## config.mk

```make
export PLATFORM = sky130hd
export DESIGN_NAME = edp_power_control
export DESIGN_NICKNAME = d
export VERILOG_FILES = /design/src/core/edp_pkg.sv /design/src/core/edp_event_counter.sv /design/src/core/edp_pulse_burst.sv /design/src/core/edp_power_control.sv
export SDC_FILE = /design/constraint.sdc
export NUM_CORES = 1
export LEC_CHECK = 0
export BUFFER_PORTS_ARGS = -buffer_cell sky130_fd_sc_hd__buf_2
export CORE_MARGIN = 2
export CORE_UTILIZATION = 52
export CTS_CLUSTER_SIZE = 8
export DETAILED_ROUTE_END_ITERATION = 8
export PLACE_DENSITY = 0.76
export SLEW_MARGIN = 0
export SYNTH_ARGS = -nofsm -noshare
export SYNTH_HDL_FRONTEND = slang
export SYNTH_SLANG_ARGS = --single-unit
```

## constraint.sdc

```tcl
create_clock -name clk -period 2.6 [get_ports clk]
set_clock_uncertainty 0.1 [all_clocks]
set_input_delay 0.39 -clock clk [delete_from_list [all_inputs] [get_ports clk]]
set_output_delay 0.39 -clock clk [all_outputs]
set_load 0.01 [all_outputs]
```

## src/core/edp_pkg.sv

```systemverilog
// constants, carrier types and shared functions of the energy detect block
package edp_pkg;

	// ****************************************
	// register map and field layout
	// ****************************************
	localparam logic [4:0] EDP_CTRL_ADDR      = 5'h1D;
	localparam int         EDP_BIT_ENABLE     = 15;
	localparam int         EDP_BIT_AUTO_UP    = 14;
	localparam int         EDP_BIT_AUTO_DOWN  = 13;
	localparam int         EDP_BIT_MANUAL     = 12;
	localparam int         EDP_BIT_BURST_DIS  = 11;
	localparam int         EDP_BIT_PWR_STATE  = 10;
	localparam int         EDP_BIT_ERR_MET    = 9;
	localparam int         EDP_BIT_DATA_MET   = 8;
	localparam int         EDP_ERR_THR_LSB    = 4;
	localparam int         EDP_DATA_THR_LSB   = 0;

	// ****************************************
	// values after reset
	// ****************************************
	localparam logic       EDP_RST_AUTO_UP    = 1'b1;
	localparam logic       EDP_RST_AUTO_DOWN  = 1'b1;
	localparam logic       EDP_RST_BURST_DIS  = 1'b0;
	localparam logic [3:0] EDP_RST_THRESHOLD  = 4'h1;

	// ****************************************
	// timing
	// ****************************************
	localparam int unsigned EDP_CLK_HZ        = 100000000;
	localparam int unsigned EDP_QUIET_S       = 2;
	localparam int unsigned EDP_QUIET_CYCLES  = EDP_QUIET_S * EDP_CLK_HZ;
	localparam logic [2:0]  EDP_BURST_LEN     = 3'h4;
	localparam logic [2:0]  EDP_SINGLE_LEN    = 3'h1;
	localparam logic [3:0]  EDP_PULSE_GAP     = 4'h8;

	// ****************************************
	// types
	// ****************************************
	typedef enum logic {
		EDP_PWR_DOWN,
		EDP_PWR_UP
	} edp_pwr_t;

	typedef struct packed {
		logic        rd;
		logic        wr;
		logic [4:0]  addr;
		logic [15:0] wdata;
	} edp_reg_req_t;

	typedef struct packed {
		logic energy_present;
		logic data_event;
		logic error_event;
	} edp_line_t;

	// saturating step shared by both event counters
	function automatic logic [3:0] edp_sat_inc(input logic [3:0] v);
		return (v == 4'hF) ? v : v + 4'h1;
	endfunction : edp_sat_inc

endpackage : edp_pkg

```

## src/core/edp_event_counter.sv

```systemverilog
// saturating event counter with threshold compare
`timescale 1ns/1ns
module edp_event_counter
	import edp_pkg::*;
(
	// clock and control
	input  wire logic       clk,
	input  wire logic       resetn,
	input  wire logic       ce,
	input  wire logic       clear,
	// events and threshold
	input  wire logic       event_in,
	input  wire logic [3:0] threshold,
	// results
	output logic [3:0]      count,
	output logic            met
);

	typedef struct packed {
		logic [3:0] count;
		logic       met;
	} edp_cnt_state_t;

	edp_cnt_state_t s;
	edp_cnt_state_t n;

	// ****************************************
	// count and compare
	// ****************************************
	// saturates so a long burst of noise cannot wrap below the threshold
	always_comb begin
		n = s;
		if (clear) begin
			n.count = 4'h0;
		end else if (event_in) begin
			n.count = edp_sat_inc(s.count);
		end
		n.met = !clear && (n.count >= threshold);
	end

	always_ff @(posedge clk) begin
		if (!resetn) begin
			s <= '0;
		end else if (ce) begin
			s <= n;
		end
	end

	assign count = s.count;
	assign met   = s.met;

endmodule : edp_event_counter

```

## src/core/edp_pulse_burst.sv

```systemverilog
// detect pulse sender: a burst or a single pulse per start
`timescale 1ns/1ns
module edp_pulse_burst
	import edp_pkg::*;
(
	// clock and control
	input  wire logic clk,
	input  wire logic resetn,
	input  wire logic ce,
	input  wire logic start,
	input  wire logic single,
	// pulse out
	output logic      pulse,
	output logic      busy
);

	typedef struct packed {
		logic [2:0] remaining;
		logic [3:0] gap;
		logic       pulse;
	} edp_burst_state_t;

	edp_burst_state_t s;
	edp_burst_state_t n;

	// ****************************************
	// pulse sequencing
	// ****************************************
	// a start while busy is dropped; the running burst finishes first
	always_comb begin
		n = s;
		n.pulse = 1'b0;
		if (start && (s.remaining == 3'h0)) begin
			n.remaining = single ? EDP_SINGLE_LEN : EDP_BURST_LEN;
			n.gap       = 4'h0;
		end else if (s.remaining != 3'h0 && s.gap == 4'h0) begin
			n.pulse     = 1'b1;
			n.remaining = s.remaining - 3'h1;
			n.gap       = EDP_PULSE_GAP;
		end else if (s.gap != 4'h0) begin
			n.gap = s.gap - 4'h1;
		end
	end

	always_ff @(posedge clk) begin
		if (!resetn) begin
			s <= '0;
		end else if (ce) begin
			s <= n;
		end
	end

	assign pulse = s.pulse;
	assign busy  = (s.remaining != 3'h0);

endmodule : edp_pulse_burst

```

## src/core/edp_power_control.sv

```systemverilog
// energy detect power control for one transceiver port
`timescale 1ns/1ns
module edp_power_control
	import edp_pkg::*;
#(
	parameter int unsigned QUIET_CYCLES = EDP_QUIET_CYCLES
)
(
	// clock, reset, enable
	input  wire logic         clk,
	input  wire logic         resetn,
	input  wire logic         ce,
	// strap level for the enable bit
	input  wire logic         strap_energy_enable,
	// management register port
	input  wire edp_reg_req_t reg_req,
	output logic [15:0]       reg_rdata,
	output logic              reg_rvalid,
	// line energy sensing
	input  wire edp_line_t    line,
	// power and pulse outputs
	output logic              rx_path_power,
	output logic              sense_power_state,
	output logic              detect_pulse
);

	typedef struct packed {
		logic        strap_done;
		logic        energy_sense_enable;
		logic        auto_power_up_enable;
		logic        auto_power_down_enable;
		logic        manual_power_toggle;
		logic        pulse_burst_disable;
		edp_pwr_t    pwr;
		logic        error_threshold_reached;
		logic        data_threshold_reached;
		logic [3:0]  error_event_threshold;
		logic [3:0]  data_event_threshold;
		logic [27:0] quiet_cnt;
		logic [15:0] rdata;
		logic        rvalid;
		logic        rx_power;
	} edp_ctrl_state_t;

	edp_ctrl_state_t s;
	edp_ctrl_state_t n;

	logic        rd_hit;
	logic        wr_hit;
	logic        quiet_expire;
	logic        counter_clear;
	logic        burst_start;
	logic        burst_busy;
	logic        data_lvl;
	logic        err_lvl;
	logic [3:0]  data_count;
	logic [3:0]  err_count;
	logic [15:0] ctrl_word;

	// ****************************************
	// decode and read view
	// ****************************************
	assign rd_hit       = reg_req.rd && (reg_req.addr == EDP_CTRL_ADDR);
	assign wr_hit       = reg_req.wr && (reg_req.addr == EDP_CTRL_ADDR);
	assign quiet_expire = (s.quiet_cnt == 28'(QUIET_CYCLES - 1));
	assign ctrl_word    = {s.energy_sense_enable, s.auto_power_up_enable,
		s.auto_power_down_enable, s.manual_power_toggle,
		s.pulse_burst_disable, (s.pwr == EDP_PWR_UP),
		s.error_threshold_reached, s.data_threshold_reached,
		s.error_event_threshold, s.data_event_threshold};

	// ****************************************
	// event counters and pulse sender
	// ****************************************
	edp_event_counter u_data_cnt (
		.clk       (clk),
		.resetn    (resetn),
		.ce        (ce),
		.clear     (counter_clear),
		.event_in  (line.data_event),
		.threshold (s.data_event_threshold),
		.count     (data_count),
		.met       (data_lvl)
	);

	edp_event_counter u_err_cnt (
		.clk       (clk),
		.resetn    (resetn),
		.ce        (ce),
		.clear     (counter_clear),
		.event_in  (line.error_event),
		.threshold (s.error_event_threshold),
		.count     (err_count),
		.met       (err_lvl)
	);

	edp_pulse_burst u_burst (
		.clk    (clk),
		.resetn (resetn),
		.ce     (ce),
		.start  (burst_start),
		.single (s.pulse_burst_disable),
		.pulse  (detect_pulse),
		.busy   (burst_busy)
	);

	// ****************************************
	// control, flags and power state
	// ****************************************
	// flags set and power moves only while enabled, flags held clear while off; the strap is caught once,
	// on the first clocked cycle after reset release
	always_comb begin
		n = s;
		counter_clear = 1'b0;
		burst_start   = 1'b0;
		if (!s.strap_done) begin
			n.strap_done          = 1'b1;
			n.energy_sense_enable = strap_energy_enable;
		end
		// quiet timer, restarted by every data event
		if (!s.energy_sense_enable || line.data_event || quiet_expire) begin
			n.quiet_cnt = 28'h0;
		end else begin
			n.quiet_cnt = s.quiet_cnt + 28'h1;
		end
		// read view; clear-on-read comes before the set so a set wins
		n.rvalid = reg_req.rd;
		n.rdata  = rd_hit ? ctrl_word : 16'h0000;
		if (rd_hit) begin
			n.error_threshold_reached = 1'b0;
			n.data_threshold_reached  = 1'b0;
		end
		if (s.energy_sense_enable) begin
			if (err_lvl) begin
				n.error_threshold_reached = 1'b1;
			end
			if (data_lvl) begin
				n.data_threshold_reached = 1'b1;
			end
		end else begin
			n.error_threshold_reached = 1'b0;
			n.data_threshold_reached  = 1'b0;
		end
		// power sequencing; a pending manual toggle overrides automation
		n.manual_power_toggle = 1'b0;
		if (s.energy_sense_enable) begin
			if (s.manual_power_toggle) begin
				n.pwr = (s.pwr == EDP_PWR_UP) ? EDP_PWR_DOWN : EDP_PWR_UP;
			end else if (s.pwr == EDP_PWR_DOWN && s.auto_power_up_enable
				&& data_lvl) begin
				n.pwr = EDP_PWR_UP;
			end else if (s.pwr == EDP_PWR_UP && s.auto_power_down_enable
				&& !line.energy_present) begin
				n.pwr = EDP_PWR_DOWN;
			end
		end
		burst_start = (s.pwr == EDP_PWR_DOWN) && (n.pwr == EDP_PWR_UP);
		// counters restart on every power change, on quiet, and when off
		counter_clear = !s.energy_sense_enable || quiet_expire
			|| (n.pwr != s.pwr);
		// register write
		if (wr_hit) begin
			n.energy_sense_enable    = reg_req.wdata[EDP_BIT_ENABLE];
			n.auto_power_up_enable   = reg_req.wdata[EDP_BIT_AUTO_UP];
			n.auto_power_down_enable = reg_req.wdata[EDP_BIT_AUTO_DOWN];
			n.manual_power_toggle    = reg_req.wdata[EDP_BIT_MANUAL];
			n.pulse_burst_disable    = reg_req.wdata[EDP_BIT_BURST_DIS];
			n.error_event_threshold  =
				reg_req.wdata[EDP_ERR_THR_LSB +: 4];
			n.data_event_threshold   =
				reg_req.wdata[EDP_DATA_THR_LSB +: 4];
		end
		// receive path stays on while sensing is off
		n.rx_power = !n.energy_sense_enable || (n.pwr == EDP_PWR_UP);
	end

	always_ff @(posedge clk) begin
		if (!resetn) begin
			s                        <= '0;
			s.auto_power_up_enable   <= EDP_RST_AUTO_UP;
			s.auto_power_down_enable <= EDP_RST_AUTO_DOWN;
			s.pulse_burst_disable    <= EDP_RST_BURST_DIS;
			s.error_event_threshold  <= EDP_RST_THRESHOLD;
			s.data_event_threshold   <= EDP_RST_THRESHOLD;
			s.pwr                    <= EDP_PWR_DOWN;
			s.rx_power               <= 1'b1;
		end else if (ce) begin
			s <= n;
		end
	end

	assign reg_rdata         = s.rdata;
	assign reg_rvalid        = s.rvalid;
	assign rx_path_power     = s.rx_power;
	assign sense_power_state = (s.pwr == EDP_PWR_UP);

	// ****************************************
	// assertions
	// ****************************************
	property p_strap_load;
		@(posedge clk) disable iff (!resetn || !ce)
		!s.strap_done |=> (s.energy_sense_enable == $past(strap_energy_enable));
	endproperty
	a_strap_load: assert property (p_strap_load)
		else $error("enable bit did not take the strap");

	property p_auto_up;
		@(posedge clk) disable iff (!resetn || !ce)
		(s.energy_sense_enable && s.auto_power_up_enable && data_lvl
			&& s.pwr == EDP_PWR_DOWN && !s.manual_power_toggle)
			|=> (s.pwr == EDP_PWR_UP);
	endproperty
	a_auto_up: assert property (p_auto_up)
		else $error("no power up at data threshold");

	property p_auto_down;
		@(posedge clk) disable iff (!resetn || !ce)
		(s.energy_sense_enable && s.auto_power_down_enable
			&& !line.energy_present && s.pwr == EDP_PWR_UP
			&& !s.manual_power_toggle) |=> (s.pwr == EDP_PWR_DOWN);
	endproperty
	a_auto_down: assert property (p_auto_down)
		else $error("no power down without energy");

	property p_manual;
		@(posedge clk) disable iff (!resetn || !ce)
		(s.energy_sense_enable && s.manual_power_toggle && !wr_hit)
			|=> (s.pwr != $past(s.pwr)) && !s.manual_power_toggle;
	endproperty
	a_manual: assert property (p_manual)
		else $error("manual toggle did not flip and clear");

	property p_burst;
		@(posedge clk) disable iff (!resetn || !ce)
		(burst_start && !burst_busy && !s.pulse_burst_disable)
			|-> ##2 detect_pulse ##9 detect_pulse ##9 detect_pulse
			##9 detect_pulse;
	endproperty
	a_burst: assert property (p_burst)
		else $error("burst of four pulses missing");

	property p_single;
		@(posedge clk) disable iff (!resetn || !ce)
		(burst_start && !burst_busy && s.pulse_burst_disable)
			|-> ##2 detect_pulse ##1 (!detect_pulse) [*8];
	endproperty
	a_single: assert property (p_single)
		else $error("single pulse mode sent more than one");

	property p_readback;
		@(posedge clk) disable iff (!resetn || !ce)
		rd_hit |=> reg_rvalid
			&& (reg_rdata[EDP_BIT_PWR_STATE] == $past(sense_power_state));
	endproperty
	a_readback: assert property (p_readback)
		else $error("power state readback wrong");

	property p_err_clear;
		@(posedge clk) disable iff (!resetn || !ce)
		(rd_hit && !(err_lvl && s.energy_sense_enable))
			|=> !s.error_threshold_reached;
	endproperty
	a_err_clear: assert property (p_err_clear)
		else $error("error flag survived a read");

	property p_data_set;
		@(posedge clk) disable iff (!resetn || !ce)
		(s.energy_sense_enable && data_lvl) |=> s.data_threshold_reached;
	endproperty
	a_data_set: assert property (p_data_set)
		else $error("data flag not set at threshold");

	property p_thr_write;
		@(posedge clk) disable iff (!resetn || !ce)
		wr_hit |=> (s.error_event_threshold == $past(reg_req.wdata[7:4]))
			&& (s.data_event_threshold == $past(reg_req.wdata[3:0]));
	endproperty
	a_thr_write: assert property (p_thr_write)
		else $error("threshold fields not written");

	property p_quiet;
		@(posedge clk) disable iff (!resetn || !ce)
		(s.energy_sense_enable && quiet_expire)
			|=> (data_count == 4'h0) && (err_count == 4'h0)
			&& (s.quiet_cnt == 28'h0);
	endproperty
	a_quiet: assert property (p_quiet)
		else $error("counters not cleared after quiet time");

	property p_disabled;
		@(posedge clk) disable iff (!resetn || !ce)
		(!s.energy_sense_enable && s.strap_done) |=> $stable(s.pwr)
			&& !s.data_threshold_reached && !s.error_threshold_reached;
	endproperty
	a_disabled: assert property (p_disabled)
		else $error("activity while energy sensing disabled");

	c_power_up: cover property (@(posedge clk) disable iff (!resetn)
		s.pwr == EDP_PWR_DOWN ##1 s.pwr == EDP_PWR_UP);
	c_power_down: cover property (@(posedge clk) disable iff (!resetn)
		s.pwr == EDP_PWR_UP ##1 s.pwr == EDP_PWR_DOWN);
	c_manual: cover property (@(posedge clk) disable iff (!resetn)
		s.manual_power_toggle && s.energy_sense_enable);
	c_quiet: cover property (@(posedge clk) disable iff (!resetn)
		quiet_expire && s.energy_sense_enable);

endmodule : edp_power_control

```

==> results.txt <==
----------------------------------------------------
[Flow run]
  Maximum capacitance violations ... 0

[Yosys]
  Combinational family with the most area after synthesis ... simple AND/OR/NAND/NOR gates
  Synthesized instance count ... 490
  Library cells used by synthesis ... 45
  Fraction of the mapped netlist area in compound gates ... 10.8%
  Dominant register cell in the synthesized netlist ... dfxtp_1
  Post-Synth Adder-Cell Area ... roughly 4.7%
  Synthesized area per cell ... around 8.1 µm²
  YS warnings ... 0
  Number of nets produced by synthesis ... between 500 and 600
  Async set or reset register ratio after synthesis ... 0%
  Post-synthesis instance area ... slightly below 0.004 mm²
  Mux share of post-synthesis cell area ... roughly 2.6%
  Register bit total from synthesis ... 81
  Part of the Yosys area used for sequential elements ... just over 40%
  Simple logic cell fraction of the synthesized area ... between 20% and 30%
  Area share of xor/xnor cells in the synthesized design ... under 10%
  EDFF count, synth ... 0

[STA]
  Clock period minus worst slack ... between 2 and 2.5 ns
  Slew at the pin closest to its max-slew limit ... about 0.8 ns
  Slew Viols, Final ... 0
  Final hold violations ... 0
  RSZ-0062 raised after global routing ... yes
  Number of setup violations in the final report ... 0
  Max transition margin ... 46.8%
  Max Fclk ... between 400 and 500 MHz
  Share of the clock period used by the worst path ... a little under 100%

[Critical path]
  Worst reg2reg path endpoint ... u_err_cnt.met$_SDFFE_PN0P_
  Source of the worst register-to-register timing path ... s[31]$_SDFFE_PN0P_
  Worst Path Required ... ~2.8 ns
  Worst Path Arrival ... between 2 and 3 ns
  Worst Setup SP ... s[31]$_SDFFE_PN0P_
  Worst setup EP type ... register
  Maximum fanout encountered on the critical timing path ... 8
  Setup slack of the most critical reg-to-reg path ... just over 0.1 ns
  Depth of the most critical reg-to-reg path ... 11
  Worst setup SP type ... register
  Category of the critical setup timing path ... register to register

[Clocking]
  Maximum buffer depth of the clock tree ... 2
  Later-pin clock latency in the skew report ... around 0.35 ns
  Clock Tree Root ... clkbuf_8
  Clock-pin slew on the worst setup and hold paths ... about 0.09 ns
  Clock tree from TritonCTS ... built
  Num CTS Buffers ... 9
  CTS sink count ... slightly above 80
  Count of H-tree levels built during CTS ... 3
  Hold buffers post-CTS ... 0

[Power and ir drop]
  Areal power density over the cells ... about 630 mW/mm²
  Leakage Power ... around 1.7 nW
  Peak supply drop ... ~0.37 mV

[GRT]
  Via count of the first global-routing pass ... around 3300
  GR met1 Demand/Resource ... between 20% and 30%
  GR Layer Usage met3 ... under 10%
  Fraction of met2 tracks used by global routing ... 36.0%
  Busiest grt layer ... met2
  Global-route wire length before repair ... around 15 mm
  Overall Global Routing Usage ... between 20% and 30%
  Initial antenna violation count ... 1
  Largest net degree at the start of global routing ... 46
  GRT Residual Overflow ... 0

[Run status]
  Run status ... finished, final reports clean

[Floorplan]
  Core Box Area ... roughly 0.0073 mm²
  Chip width ... 91.4 µm
  Effective utilization at floorplan ... between 50% and 60%
  Die Footprint ... between 0.008 and 0.009 mm²
  I/O Pins ... 50
  Die height ... roughly 91 µm
  Cell row count ... 31

[Min path]
  Hold endpoint ... ctrl_word[0]$_SDFFE_PN1P_
  HP Start ... reg_req[0]
  Cell count of the worst hold path ... 3
  Hold Crit Class ... primary input to register

[Detailed routing]
  Count of routing violations after the opening detailed-route iteration ... between 150 and 200
  Detailed-route wire length per cell ... approximately 13 µm
  Antenna Violating Nets Remaining ... 0
  Pre-antenna DRT Iters ... 4
  Routed WL ... 8.64 mm
  DRC violations left ... 0
  Vias after detailed routing ... between 3000 and 4000
  Number of vias per cell after detailed routing ... around 5.3

[Layout]
  Number of fill cells in the layout ... about 640
  Multi-input gate area ... ~0.0021 mm²
  Number of nets in the final layout ... approximately 590
  Register cell area after layout ... around 0.0016 mm²
  Layout Area Growth over Synthesis ... 16.8%
  Area of all placed cells without fillers ... approximately 0.0046 mm²
  Fraction of layout instances using a drive strength above 1 ... between 20% and 30%
  Utilization after layout ... between 60% and 70%

[Place]
  I/O Buffers ... 46
  Final weighted congestion in routability-driven placement ... between 0.8 and 0.9
  Area after DPL ... around 0.0043 mm²
  Half-perimeter wire length after detailed placement ... around 5.9 mm

----------------------------------------------------
flip-flops by register name, indices dropped and copies added, names as in the netlist, 4 cells and up:
register	flops
u_err_cnt.count	4
reg_rdata	16
s	29
u_burst.s	7
u_data_cnt.count	4
ctrl_word	15
metal layers:
metal / wire (µm) / vias up
met3: 346 / 13
met4: 140 / 0
met1: 4080 / 1598
met5: 0 / -
li1: - / 1765
met2: 4080 / 71
power by group:
group / switching (mW) / leakage (nW) / total (mW) / internal [mW]
Sequential: 0.0413 / 0.655 / 1.34 / 1.30
Clock: 0.471 / 0.103 / 1.02 / 0.544
Combinational: 0.297 / 0.968 / 0.546 / 0.249
area by class of cell:
| cell class | instances | share of cell area, % |
|---|---|---|
| Multi-Input combinational cell | 347 | 45.4 |
| Sequential cell | 81 | 35.1 |
| Timing Repair Buffer | 77 | 9.99 |
| Clock buffer | 10 | 2.75 |
| Tap cell | 99 | 2.67 |
| Inverter | 26 | 2.11 |
| Clock inverter | 6 | 2.00 |
| Antenna cell | 1 | 0.0540 |
critical path, cell delays in order (launching register included):
cell and delay (ns):
dfxtp_1 0.34, or4b_1 0.54, nor4_2 0.26, buf_4 0.16
a21oi_4 0.08, buf_4 0.14, buf_4 0.14, nand2_1 0.09
nor2_2 0.05, ha_1 0.26, o21ai_1 0.06, a211oi_1 0.20
synth_stat cells, drive strengths merged (2+ instances only):
master / number / area (µm²)
a211oi: 8 / 60.1
a21boi: 2 / 15.0
a21oi: 40 / 200
a31oi: 6 / 37.5
a32oi: 2 / 17.5
and2: 2 / 12.5
and3: 3 / 18.8
and4: 2 / 17.5
buf: 24 / 168
clkbuf: 12 / 45.0
dfxtp: 81 / 1620
ha: 15 / 188
inv: 26 / 97.6
mux2: 2 / 22.5
mux2i: 8 / 80.1
nand2: 69 / 259
nand2b: 3 / 18.8
nand3: 36 / 180
nand3b: 4 / 30.0
nand4: 15 / 93.8
nand4b: 3 / 26.3
nor2: 56 / 210
nor2b: 3 / 18.8
nor3: 10 / 55.1
nor3b: 3 / 22.5
nor4: 5 / 37.5
o21ai: 9 / 56.3
or3b: 2 / 17.5
or4b: 2 / 20.0
xnor2: 18 / 158
xor2: 12 / 105
cells by family after synthesis:
kind of cell               after synthesis
AOI/OAI and AO/OA                       72
xor gates and xnor gates                30
adders and majority gates               15
buffers and inverters                   62
DFF                                     81
muxes                                   10
and+or+nand+nor                        220
metrics by stage:
| step | TNS, ns | power (mW) | setup slack, ns | instances | hold slack, ns |
|---|---|---|---|---|---|
| floorplan | 0 | 1.74 | 0.00915 | 490 | 0.341 |
| global placement | -0.204 | 1.86 | -0.113 | 626 | 0.345 |
| detailed placement | -0.382 | 1.89 | -0.199 | 626 | 0.350 |
| CTS | 0 | 2.90 | 0.0155 | 645 | 0.135 |
| global route | -0.0414 | 3.05 | -0.0208 | 646 | 0.148 |
| finish | 0 | 2.90 | 0.104 | 647 | 0.145 |
cells in the final DEF (no fill, tap or decap), types with 5 or more instances in the layout:
cell type / instances
dfxtp_1: 78
buf_4: 31
a211oi_1: 8
nand2_1: 67
nand4_1: 15
o21ai_0: 5
a31oi_1: 6
clkbuf_8: 9
mux2i_1: 8
ha_1: 15
a21oi_1: 37
nand3_1: 36
xnor2_1: 18
nor2_1: 54
inv_1: 24
nor3_1: 9
xor2_1: 12
buf_2: 46
worst max-delay path by stage:
stage                     cells after the start                          end
after floorplan                              15  u_data_cnt.met$_SDFFE_PN0P_
after global placement                       15   u_err_cnt.met$_SDFFE_PN0P_
after detailed placement                     14  u_data_cnt.met$_SDFFE_PN0P_
after CTS                                    14  u_data_cnt.met$_SDFFE_PN0P_
after global routing                         14  u_data_cnt.met$_SDFFE_PN0P_
final                                        11   u_err_cnt.met$_SDFFE_PN0P_
repair_timing:
item / CTS / global route
buffers inserted: 3 / 1
endpoints found under the setup margin: 2 / 2
gates resized for setup: 3 / 18
gates cloned: 0 / 0
pin swaps: 1 / 5
Power figures use the tool's default switching activity.
